## config.mk

```make
export PLATFORM = sky130hd
export DESIGN_NAME = tccc_top
export DESIGN_NICKNAME = d
export VERILOG_FILES = /design/src/tccc_pkg.sv /design/src/tccc_channel.sv /design/src/tccc_top.sv
export SDC_FILE = /design/constraint.sdc
export NUM_CORES = 1
export LEC_CHECK = 0
export ABC_AREA = 1
export BUFFER_PORTS_ARGS = -buffer_cell sky130_fd_sc_hd__buf_2
export CORE_MARGIN = 1.5
export CORE_UTILIZATION = 61
export DETAILED_ROUTE_END_ITERATION = 8
export PLACE_DENSITY_LB_ADDON = 0.3
export SLEW_MARGIN = 30
export SYNTH_ARGS = -nofsm -noshare
export SYNTH_HDL_FRONTEND = slang
export SYNTH_HIERARCHICAL = 1
export SYNTH_SLANG_ARGS = --single-unit
```

## constraint.sdc

```tcl
create_clock -name core_clk_i -period 2.84 [get_ports core_clk_i]
set_input_delay 0 -clock core_clk_i [delete_from_list [all_inputs] [get_ports core_clk_i]]
set_output_delay 0 -clock core_clk_i [all_outputs]
set_load 0.05 [all_outputs]
```

## src/tccc_pkg.sv

```systemverilog
package tccc_pkg;
	// ----------------------------------------
	// Register indices and address width
	// ----------------------------------------
	localparam logic [7:0] IDX_CH0_LOW = 8'hDA;
	localparam logic [7:0] IDX_CH0_HIGH = 8'hDB;
	localparam logic [7:0] IDX_CH1_LOW = 8'hDC;
	localparam logic [7:0] IDX_CH1_HIGH = 8'hDD;
	localparam logic [7:0] IDX_CH2_LOW = 8'hDE;
	localparam logic [7:0] IDX_CH2_HIGH = 8'hDF;
	localparam logic [7:0] IDX_COUNT_LOW = 8'hE2;
	localparam logic [7:0] IDX_COUNT_HIGH = 8'hE3;
	localparam logic [7:0] IDX_TIMER_CTL = 8'hE4;
	localparam logic [7:0] IDX_CH0_CTL = 8'hE5;
	localparam logic [7:0] IDX_CH1_CTL = 8'hE6;
	localparam logic [7:0] IDX_CH2_CTL = 8'hE7;
	localparam logic [7:0] IDX_OVF_MASK = 8'hE8;
	localparam int ADDR_W = 10;
	// ----------------------------------------
	// Field positions and reset values
	// ----------------------------------------
	localparam int CTL_RSVD_BIT = 7;
	localparam int CTL_MASK_BIT = 6;
	localparam int CTL_ACT_LSB = 3;
	localparam int CTL_FUNC_BIT = 2;
	localparam int CTL_EDGE_LSB = 0;
	localparam logic [7:0] CTL_RESET = 8'h40;
	localparam logic [7:0] VALUE_RESET = 8'h00;
	localparam int TCTL_FLAG_LSB = 5;
	localparam int TCTL_OVF_BIT = 4;
	localparam int TCTL_DIV_LSB = 2;
	localparam int TCTL_MODE_LSB = 0;
	localparam logic [7:0] TCTL_RESET = 8'h00;
	// ----------------------------------------
	// Codes
	// ----------------------------------------
	localparam logic [1:0] EDGE_NONE = 2'h0;
	localparam logic [1:0] EDGE_RISE = 2'h1;
	localparam logic [1:0] EDGE_FALL = 2'h2;
	localparam logic [1:0] EDGE_BOTH = 2'h3;
	localparam logic [2:0] ACT_SET = 3'h0;
	localparam logic [2:0] ACT_CLEAR = 3'h1;
	localparam logic [2:0] ACT_TOGGLE = 3'h2;
	localparam logic [2:0] ACT_SET_UP = 3'h3;
	localparam logic [2:0] ACT_CLEAR_UP = 3'h4;
	localparam logic [2:0] ACT_CLR_BASE = 3'h5;
	localparam logic [2:0] ACT_SET_BASE = 3'h6;
	localparam logic [1:0] MODE_STOP = 2'h0;
	localparam logic [1:0] MODE_FREE = 2'h1;
	localparam logic [1:0] MODE_MODULO = 2'h2;
	localparam logic [1:0] MODE_UPDOWN = 2'h3;
	localparam logic [6:0] DIV_MASK_1 = 7'h00;
	localparam logic [6:0] DIV_MASK_8 = 7'h07;
	localparam logic [6:0] DIV_MASK_32 = 7'h1F;
	localparam logic [6:0] DIV_MASK_128 = 7'h7F;
	localparam logic [15:0] COUNT_TOP = 16'hFFFF;
	localparam logic [15:0] COUNT_ZERO = 16'h0000;
endpackage

```

## src/tccc_channel.sv

```systemverilog
`timescale 1ns/1ps
module tccc_channel
	import tccc_pkg::*;
#(
	parameter bit BASE_PAIR = 1'b1
)(
	input wire logic core_clk_i,
	input wire logic reset_i,
	input wire logic count_upd_i,
	input wire logic [15:0] count_i,
	input wire logic step_up_i,
	input wire logic [15:0] value_i,
	input wire logic [15:0] base_value_i,
	input wire logic [7:0] control_i,
	input wire logic pin_i,
	output logic chan_out_o,
	output logic event_o,
	output logic capture_o
);
	logic pin_prev;
	logic compare_mode;
	logic [1:0] edge_sel;
	logic [2:0] action;
	logic own_hit;
	logic base_hit;
	logic zero_hit;
	logic edge_hit;
	logic next_out;

	assign compare_mode = control_i[CTL_FUNC_BIT];
	assign edge_sel = control_i[CTL_EDGE_LSB +: 2];
	assign action = control_i[CTL_ACT_LSB +: 3];
	assign own_hit = count_upd_i && (count_i == value_i);
	assign base_hit = count_upd_i && (count_i == base_value_i);
	assign zero_hit = count_upd_i && (count_i == COUNT_ZERO);

	// ----------------------------------------
	// Capture edge detect
	// ----------------------------------------
	always_ff @(posedge core_clk_i)
	begin
		if (reset_i)
			pin_prev <= 1'b0;
		else
			pin_prev <= pin_i;
	end

	always_comb
	begin
		case (edge_sel)
			EDGE_RISE: edge_hit = pin_i && !pin_prev;
			EDGE_FALL: edge_hit = !pin_i && pin_prev;
			EDGE_BOTH: edge_hit = pin_i != pin_prev;
			default: edge_hit = 1'b0;
		endcase
	end

	assign capture_o = !compare_mode && edge_hit;
	assign event_o = capture_o || (compare_mode && own_hit);

	// ----------------------------------------
	// Output compare action
	// ----------------------------------------
	always_comb
	begin
		next_out = chan_out_o;
		case (action)
			ACT_SET: if (own_hit) next_out = 1'b1;
			ACT_CLEAR: if (own_hit) next_out = 1'b0;
			ACT_TOGGLE: if (own_hit) next_out = !chan_out_o;
			ACT_SET_UP:
			begin
				if (own_hit && step_up_i)
					next_out = 1'b1;
				else if (zero_hit || (own_hit && !step_up_i))
					next_out = 1'b0;
			end
			ACT_CLEAR_UP:
			begin
				if (own_hit && step_up_i)
					next_out = 1'b0;
				else if (zero_hit || (own_hit && !step_up_i))
					next_out = 1'b1;
			end
			ACT_CLR_BASE:
			begin
				if (BASE_PAIR && own_hit)
					next_out = 1'b1;
				else if (BASE_PAIR && base_hit)
					next_out = 1'b0;
			end
			ACT_SET_BASE:
			begin
				if (BASE_PAIR && own_hit)
					next_out = 1'b0;
				else if (BASE_PAIR && base_hit)
					next_out = 1'b1;
			end
			default: next_out = chan_out_o;
		endcase
		if (!compare_mode)
			next_out = chan_out_o;
	end

	always_ff @(posedge core_clk_i)
	begin
		if (reset_i)
			chan_out_o <= 1'b0;
		else
			chan_out_o <= next_out;
	end
endmodule

```

## src/tccc_top.sv

```systemverilog
`timescale 1ns/1ps
module tccc_top
	import tccc_pkg::*;
#(
	parameter int CHANNELS = 3
)(
	input wire logic core_clk_i,
	input wire logic reset_i,
	input wire logic psel_i,
	input wire logic penable_i,
	input wire logic pwrite_i,
	input wire logic [ADDR_W-1:0] paddr_i,
	input wire logic [31:0] pwdata_i,
	output logic [31:0] prdata_o,
	output logic pready_o,
	output logic pslverr_o,
	input wire logic [CHANNELS-1:0] chan_pin_i,
	output logic [CHANNELS-1:0] chan_out_o,
	output logic irq_o
);
	logic [7:0] chan_ctl [CHANNELS];
	logic [15:0] chan_value [CHANNELS];
	logic [CHANNELS-1:0] chan_event;
	logic [CHANNELS-1:0] chan_capture;
	logic [CHANNELS-1:0] chan_flag;
	logic ovf_flag;
	logic ovf_mask;
	logic [1:0] div_sel;
	logic [1:0] mode_sel;
	logic [6:0] div_cnt;
	logic [6:0] div_mask;
	logic tick;
	logic [15:0] count;
	logic [15:0] next_count;
	logic step_up;
	logic next_step_up;
	logic count_upd;
	logic wrap_event;
	logic [7:0] count_high_buf;
	logic setup;
	logic wr_go;
	logic [7:0] idx;
	logic idx_ok;
	logic [7:0] rd_byte;
	logic rd_hit;

	// ----------------------------------------
	// APB slave
	// ----------------------------------------
	assign setup = psel_i && !penable_i;
	assign wr_go = psel_i && penable_i && pready_o && pwrite_i;
	assign idx_ok = (paddr_i[1:0] == 2'h0);
	assign idx = paddr_i[9:2];

	// ----------------------------------------
	// Read data mux
	// ----------------------------------------
	always_comb
	begin
		rd_byte = 8'h00;
		rd_hit = idx_ok;
		if (idx == IDX_CH0_LOW)
			rd_byte = chan_value[0][7:0];
		else if (idx == IDX_CH0_HIGH)
			rd_byte = chan_value[0][15:8];
		else if (idx == IDX_CH1_LOW)
			rd_byte = chan_value[1][7:0];
		else if (idx == IDX_CH1_HIGH)
			rd_byte = chan_value[1][15:8];
		else if (idx == IDX_CH2_LOW)
			rd_byte = chan_value[2][7:0];
		else if (idx == IDX_CH2_HIGH)
			rd_byte = chan_value[2][15:8];
		else if (idx == IDX_COUNT_LOW)
			rd_byte = count[7:0];
		else if (idx == IDX_COUNT_HIGH)
			rd_byte = count_high_buf;
		else if (idx == IDX_TIMER_CTL)
			rd_byte = {chan_flag[2], chan_flag[1], chan_flag[0], ovf_flag, div_sel, mode_sel};
		else if (idx == IDX_CH0_CTL)
			rd_byte = chan_ctl[0];
		else if (idx == IDX_CH1_CTL)
			rd_byte = chan_ctl[1];
		else if (idx == IDX_CH2_CTL)
			rd_byte = chan_ctl[2];
		else if (idx == IDX_OVF_MASK)
			rd_byte = {7'h00, ovf_mask};
		else
			rd_hit = 1'b0;
		if (!idx_ok)
			rd_hit = 1'b0;
	end

	// ----------------------------------------
	// Bus response
	// ----------------------------------------
	always_ff @(posedge core_clk_i)
	begin
		if (reset_i)
			pready_o <= 1'b0;
		else
			pready_o <= psel_i && penable_i && !pready_o;
	end

	always_ff @(posedge core_clk_i)
	begin
		if (reset_i)
		begin
			prdata_o <= 32'h0000_0000;
			pslverr_o <= 1'b0;
		end
		else if (setup)
		begin
			prdata_o <= pwrite_i ? 32'h0000_0000 : {24'h000000, rd_byte};
			pslverr_o <= !rd_hit;
		end
	end

	// ----------------------------------------
	// Counter high byte buffer
	// ----------------------------------------
	always_ff @(posedge core_clk_i)
	begin
		if (reset_i)
			count_high_buf <= 8'h00;
		else if (setup && !pwrite_i && idx_ok && idx == IDX_COUNT_LOW)
			count_high_buf <= count[15:8];
	end

	// ----------------------------------------
	// Control registers
	// ----------------------------------------
	always_ff @(posedge core_clk_i)
	begin
		if (reset_i)
		begin
			div_sel <= TCTL_RESET[TCTL_DIV_LSB +: 2];
			mode_sel <= TCTL_RESET[TCTL_MODE_LSB +: 2];
			ovf_mask <= 1'b0;
		end
		else if (wr_go && idx_ok && idx == IDX_TIMER_CTL)
		begin
			div_sel <= pwdata_i[TCTL_DIV_LSB +: 2];
			mode_sel <= pwdata_i[TCTL_MODE_LSB +: 2];
		end
		else if (wr_go && idx_ok && idx == IDX_OVF_MASK)
			ovf_mask <= pwdata_i[0];
	end

	// ----------------------------------------
	// Per channel registers and logic
	// ----------------------------------------
	for (genvar c = 0; c < CHANNELS; c++)
	begin : g_chan
		localparam logic [7:0] IDX_LOW = IDX_CH0_LOW + 8'(2 * c);
		localparam logic [7:0] IDX_CTL = IDX_CH0_CTL + 8'(c);

		always_ff @(posedge core_clk_i)
		begin
			if (reset_i)
				chan_ctl[c] <= CTL_RESET;
			else if (wr_go && idx_ok && idx == IDX_CTL)
				chan_ctl[c] <= pwdata_i[7:0];
		end

		always_ff @(posedge core_clk_i)
		begin
			if (reset_i)
				chan_value[c] <= {VALUE_RESET, VALUE_RESET};
			else if (chan_capture[c])
				chan_value[c] <= count;
			else if (wr_go && idx_ok && idx == IDX_LOW)
				chan_value[c][7:0] <= pwdata_i[7:0];
			else if (wr_go && idx_ok && idx == IDX_LOW + 8'h01)
				chan_value[c][15:8] <= pwdata_i[7:0];
		end

		always_ff @(posedge core_clk_i)
		begin
			if (reset_i)
				chan_flag[c] <= 1'b0;
			else if (chan_event[c])
				chan_flag[c] <= 1'b1;
			else if (wr_go && idx_ok && idx == IDX_TIMER_CTL && !pwdata_i[TCTL_FLAG_LSB + c])
				chan_flag[c] <= 1'b0;
		end

		// ----------------------------------------
		// Channel compare and capture logic
		// ----------------------------------------
		tccc_channel #(
			.BASE_PAIR(c != 0)
		) u_chan (
			.core_clk_i(core_clk_i),
			.reset_i(reset_i),
			.count_upd_i(count_upd),
			.count_i(count),
			.step_up_i(step_up),
			.value_i(chan_value[c]),
			.base_value_i(chan_value[0]),
			.control_i(chan_ctl[c]),
			.pin_i(chan_pin_i[c]),
			.chan_out_o(chan_out_o[c]),
			.event_o(chan_event[c]),
			.capture_o(chan_capture[c])
		);
	end

	// ----------------------------------------
	// Prescaler and counter
	// ----------------------------------------
	always_comb
	begin
		case (div_sel)
			2'h1: div_mask = DIV_MASK_8;
			2'h2: div_mask = DIV_MASK_32;
			2'h3: div_mask = DIV_MASK_128;
			default: div_mask = DIV_MASK_1;
		endcase
	end

	assign tick = (mode_sel != MODE_STOP) && ((div_cnt & div_mask) == div_mask);

	always_ff @(posedge core_clk_i)
	begin
		if (reset_i || mode_sel == MODE_STOP)
			div_cnt <= 7'h00;
		else
			div_cnt <= div_cnt + 7'h01;
	end

	// ----------------------------------------
	// Counter next state
	// ----------------------------------------
	always_comb
	begin
		next_count = count;
		next_step_up = step_up;
		wrap_event = 1'b0;
		case (mode_sel)
			MODE_FREE:
			begin
				next_count = count + 16'h0001;
				next_step_up = 1'b1;
				wrap_event = count == COUNT_TOP;
			end
			MODE_MODULO:
			begin
				next_step_up = 1'b1;
				wrap_event = count >= chan_value[0];
				next_count = wrap_event ? COUNT_ZERO : count + 16'h0001;
			end
			MODE_UPDOWN:
			begin
				if (step_up ? (count >= chan_value[0]) : (count == COUNT_ZERO))
					next_step_up = !step_up;
				if (chan_value[0] == COUNT_ZERO)
					next_count = COUNT_ZERO;
				else
					next_count = next_step_up ? count + 16'h0001 : count - 16'h0001;
			end
			default: next_count = count;
		endcase
	end

	always_ff @(posedge core_clk_i)
	begin
		if (reset_i || (wr_go && idx_ok && idx == IDX_COUNT_LOW))
		begin
			count <= COUNT_ZERO;
			step_up <= 1'b1;
			count_upd <= 1'b0;
		end
		else
		begin
			count_upd <= tick;
			if (tick)
			begin
				count <= next_count;
				step_up <= next_step_up;
			end
		end
	end

	// ----------------------------------------
	// Overflow interrupt flag
	// ----------------------------------------
	always_ff @(posedge core_clk_i)
	begin
		if (reset_i)
			ovf_flag <= 1'b0;
		else if (tick && wrap_event)
			ovf_flag <= 1'b1;
		else if (wr_go && idx_ok && idx == IDX_TIMER_CTL && !pwdata_i[TCTL_OVF_BIT])
			ovf_flag <= 1'b0;
	end

	// ----------------------------------------
	// Interrupt request
	// ----------------------------------------
	always_ff @(posedge core_clk_i)
	begin
		if (reset_i)
			irq_o <= 1'b0;
		else
			irq_o <= (ovf_flag && ovf_mask) || (chan_flag[0] && chan_ctl[0][CTL_MASK_BIT])
				|| (chan_flag[1] && chan_ctl[1][CTL_MASK_BIT])
				|| (chan_flag[2] && chan_ctl[2][CTL_MASK_BIT]);
	end
endmodule

```

==> impl_metrics.tcl <==
set metrics [dict create \
    clockBufferDepth 2 \
    path_buf_inv 4 \
    crit_fanout 8 \
    cp_slowest_cell "dfxtp_1" \
    min_path_type "in -> reg" \
    start_util_pct 63.1 \
    fin_ws_ps 200 \
    fin_worst_skew_ps 10.9 \
    startpoint_type "register" \
    required_ps 3220 \
    port_buffers 39 \
    grt-ovfl-total 0 \
    cpMostUsedCell "nand2_1" \
    rsz0062_at_grt "no" \
    maxSlewHeadroom_pct 38.5 \
    grt_pass1_wl_mm 49.9 \
    core_area_um2 15300 \
    die_area_um2 16600 \
    diodes 0 \
    yosys-top-cells-area "edfxtp_1 (22%), nand2_1 (14%), dfxtp_1 (12%)" \
    cp_slowest_stage_delay_ps 680 \
    final-max-slew-violation-count 0 \
    yosys_warnings 6 \
    cts_buffers 17 \
    clkLatencyLatePin_ps 430 \
    ctsHtreeMaxLevel 4 \
    routed_wl_mm 33.4 \
    crit_type "reg -> reg" \
    crit_family "buffers and inverters" \
    setup_tns_ps 0 \
    final.period_utilization_pct 92.9 \
    arrival_ps 3020 \
    drt_first_pass_iters 6 \
    num_io_pins 88 \
    hold_viol 0 \
    ant_nets 0 \
    avgSynthCellArea_um2 6.86 \
    synth_edf_count 72 \
    synth_top_area_share_pct 22.4 \
    dpl_worst_slack_ps 486 \
    path_cells "buf_4, inv_2, nand2_1, nand2_1, nor2_1, nand2_1, nor2_2, nand3_2, o21bai_1, inv_1, a21oi_1, dlygate4sd3_1" \
    pwr-share-clk_pct 45.4 \
    antenna_found_initial 0 \
    cts_tree "built" \
    syn_to_final_growth_pct 13.6 \
    nNetsFinal 1582 \
    num_rows 45 \
    drive_gt1_share_pct 12.8 \
    yosysMostFrequentCell "nand2_1" \
    p_sw_share_pct 27.6 \
    gp_congestion 1.03 \
    dp.final_hpwl_mm 23.9 \
    p_leak_nw 4.99 \
    synth_cells 1408 \
    first_global_vias 9107 \
    yosysTopAreaCell "edfxtp_1" \
    ys_ff_latch 131 \
    clock.fmax_mhz 379 \
    power_density_nw_per_um2 427 \
    setup_viol 0 \
    status "finished, final reports clean" \
    die_w_um 129 \
    ys_seq_area_share_pct 34.6 \
    drc 0 \
    wl_per_cell_um 19.3 \
    syn_area_um2 9660 \
    grt_max_degree 21 \
    root_buffer "clkbuf_16" \
    drv_cap 0 \
    min_period_ps 2640 \
    synthArstFlopShare_pct 0 \
    p_comb_share_pct 9.8 \
    ir_drop_v 0.000454 \
    power_switching_mw 1.29 \
    synth_commonest_cells "nand2_1 (358), inv_1 (185), nor2_1 (145)" \
    vias 10200 \
    ys_types 48 \
    cts_sinks 131 \
    seq_power_share_pct 44.8 \
    drt_iter0_drc 1441 \
    vias_per_cell 5.89 \
    endpoint_kind "register" \
    p_int_mw 3.40 \
    die_y_um 129 \
    grt_util_all_layers_pct 40.6 \
    clkTransAtPathRegs_ps 60 \
    synth_flop_cell "edfxtp_1" \
    worst_pin_slew_ps 923 \
    ctsResizeCount 0 \
]
## path summary, 6_finish.rpt
path,endpoint,slack [ps],cells after the start,start
min reg2reg,div_cnt[0]$_SDFF_PP0_,440,1,div_cnt[0]$_SDFF_PP0_
max,chan_flag[2]$_SDFFE_PP0P_,200,12,count[8]$_SDFFE_PP0P_
min,ovf_mask$_SDFFE_PP0P_,140,5,paddr_i[7]
max reg2reg,chan_flag[2]$_SDFFE_PP0P_,200,12,count[8]$_SDFFE_PP0P_
## per-stage QoR
stage	cells	instance area (um^2)	total power, mW	hold slack (ps)	utilization, %
final	1726	11000	4.69	138	71.7
after global routing	1726	11000	4.79	119	71.7
after CTS	1726	11000	4.66	109	71.7
after detailed placement	1675	10200	2.57	253	66.8
after global placement	1675	10200	2.56	240	66.8
after floorplan	1431	9750	2.45	72.4	-
## tightest hold or removal path, delay by kind of cell
family	cells	cell delay [ps]
AO/OA/AOI/OAI	2	180
AND/OR/NAND/NOR	2	230
buffers and inverters	1	110
## layout make-up
class                           instances  area (um^2)
Clock buffer                           19          433
Clock inverter                         13          128
Fill cell                            1327         4330
Inverter                              228          856
Multi-Input combinational cell       1025         5270
Sequential cell                       131         3340
Tap cell                              211          264
Timing Repair Buffer                   99          693
## layer usage
metal	global-route usage (%)	wire length [um]
met3	9.19	4350
met4	22.5	1740
met1	53.7	12800
met2	61.9	14500
met5	0	0
## cell usage in the layout (no fill, tap or decap), types with 6 or more instances in the layout
master / count
nand2_2: 8
nor2_1: 145
nand2_1: 358
buf_4: 41
o211ai_1: 14
nand3b_1: 8
clkbuf_16: 17
xnor2_1: 20
o21ai_0: 75
a31oi_1: 6
ha_1: 30
nor4_1: 9
nor3_1: 15
buf_2: 39
dlygate4sd3_1: 19
nor2_2: 11
nand3_1: 59
xor2_1: 28
inv_2: 33
conb_1: 24
o21ai_1: 21
a21oi_1: 75
or2_2: 8
edfxtp_1: 72
clkinv_1: 11
inv_1: 185
o22ai_1: 51
nand4_1: 20
nor2_4: 6
dfxtp_1: 59
## power groups by stage
stage / logic, mW / registers [mW] / clock network, mW
2_1_floorplan: 0.309 / 2.14 / 0
3_3_place_gp: 0.420 / 2.14 / 0
3_5_place_dp: 0.426 / 2.14 / 0
4_1_cts: 0.448 / 2.10 / 2.11
5_1_grt: 0.495 / 2.11 / 2.19
6_report: 0.461 / 2.10 / 2.13
## registers in the layout (all words and copies together) (netlist names)
signal	cells
pready_o	1
ovf_mask	1
count_upd	1
div_sel	2
g_chan.u_chan/chan_out_o	3
irq_o	1
chan_flag	3
count_high_buf	8
prdata_o	8
div_cnt	7
pslverr_o	1
chan_value	48
mode_sel	2
ovf_flag	1
g_chan.u_chan/pin_prev	3
step_up	1
count	16
chan_ctl	24
## what timing repair did
item | in CTS | in global routing
buffers inserted | 0 | 0
hold buffers | 19 | 0
endpoints found under the hold margin | 10 | 0
## cells by family (layout without fill, tap and decap cells)
family	Yosys count	count (layout)	synth area share, %
adder cells (fa/ha/maj)	30	30	3.88
AO/OA/AOI/OAI	259	259	15.2
AND/OR/NAND/NOR	664	664	30.2
other	1	24	0.0388
XOR/XNOR	48	48	4.35
buffers and inverters	275	359	11.8
flip-flops	131	131	34.6
Note: power is estimated with default switching activity, not from simulation.
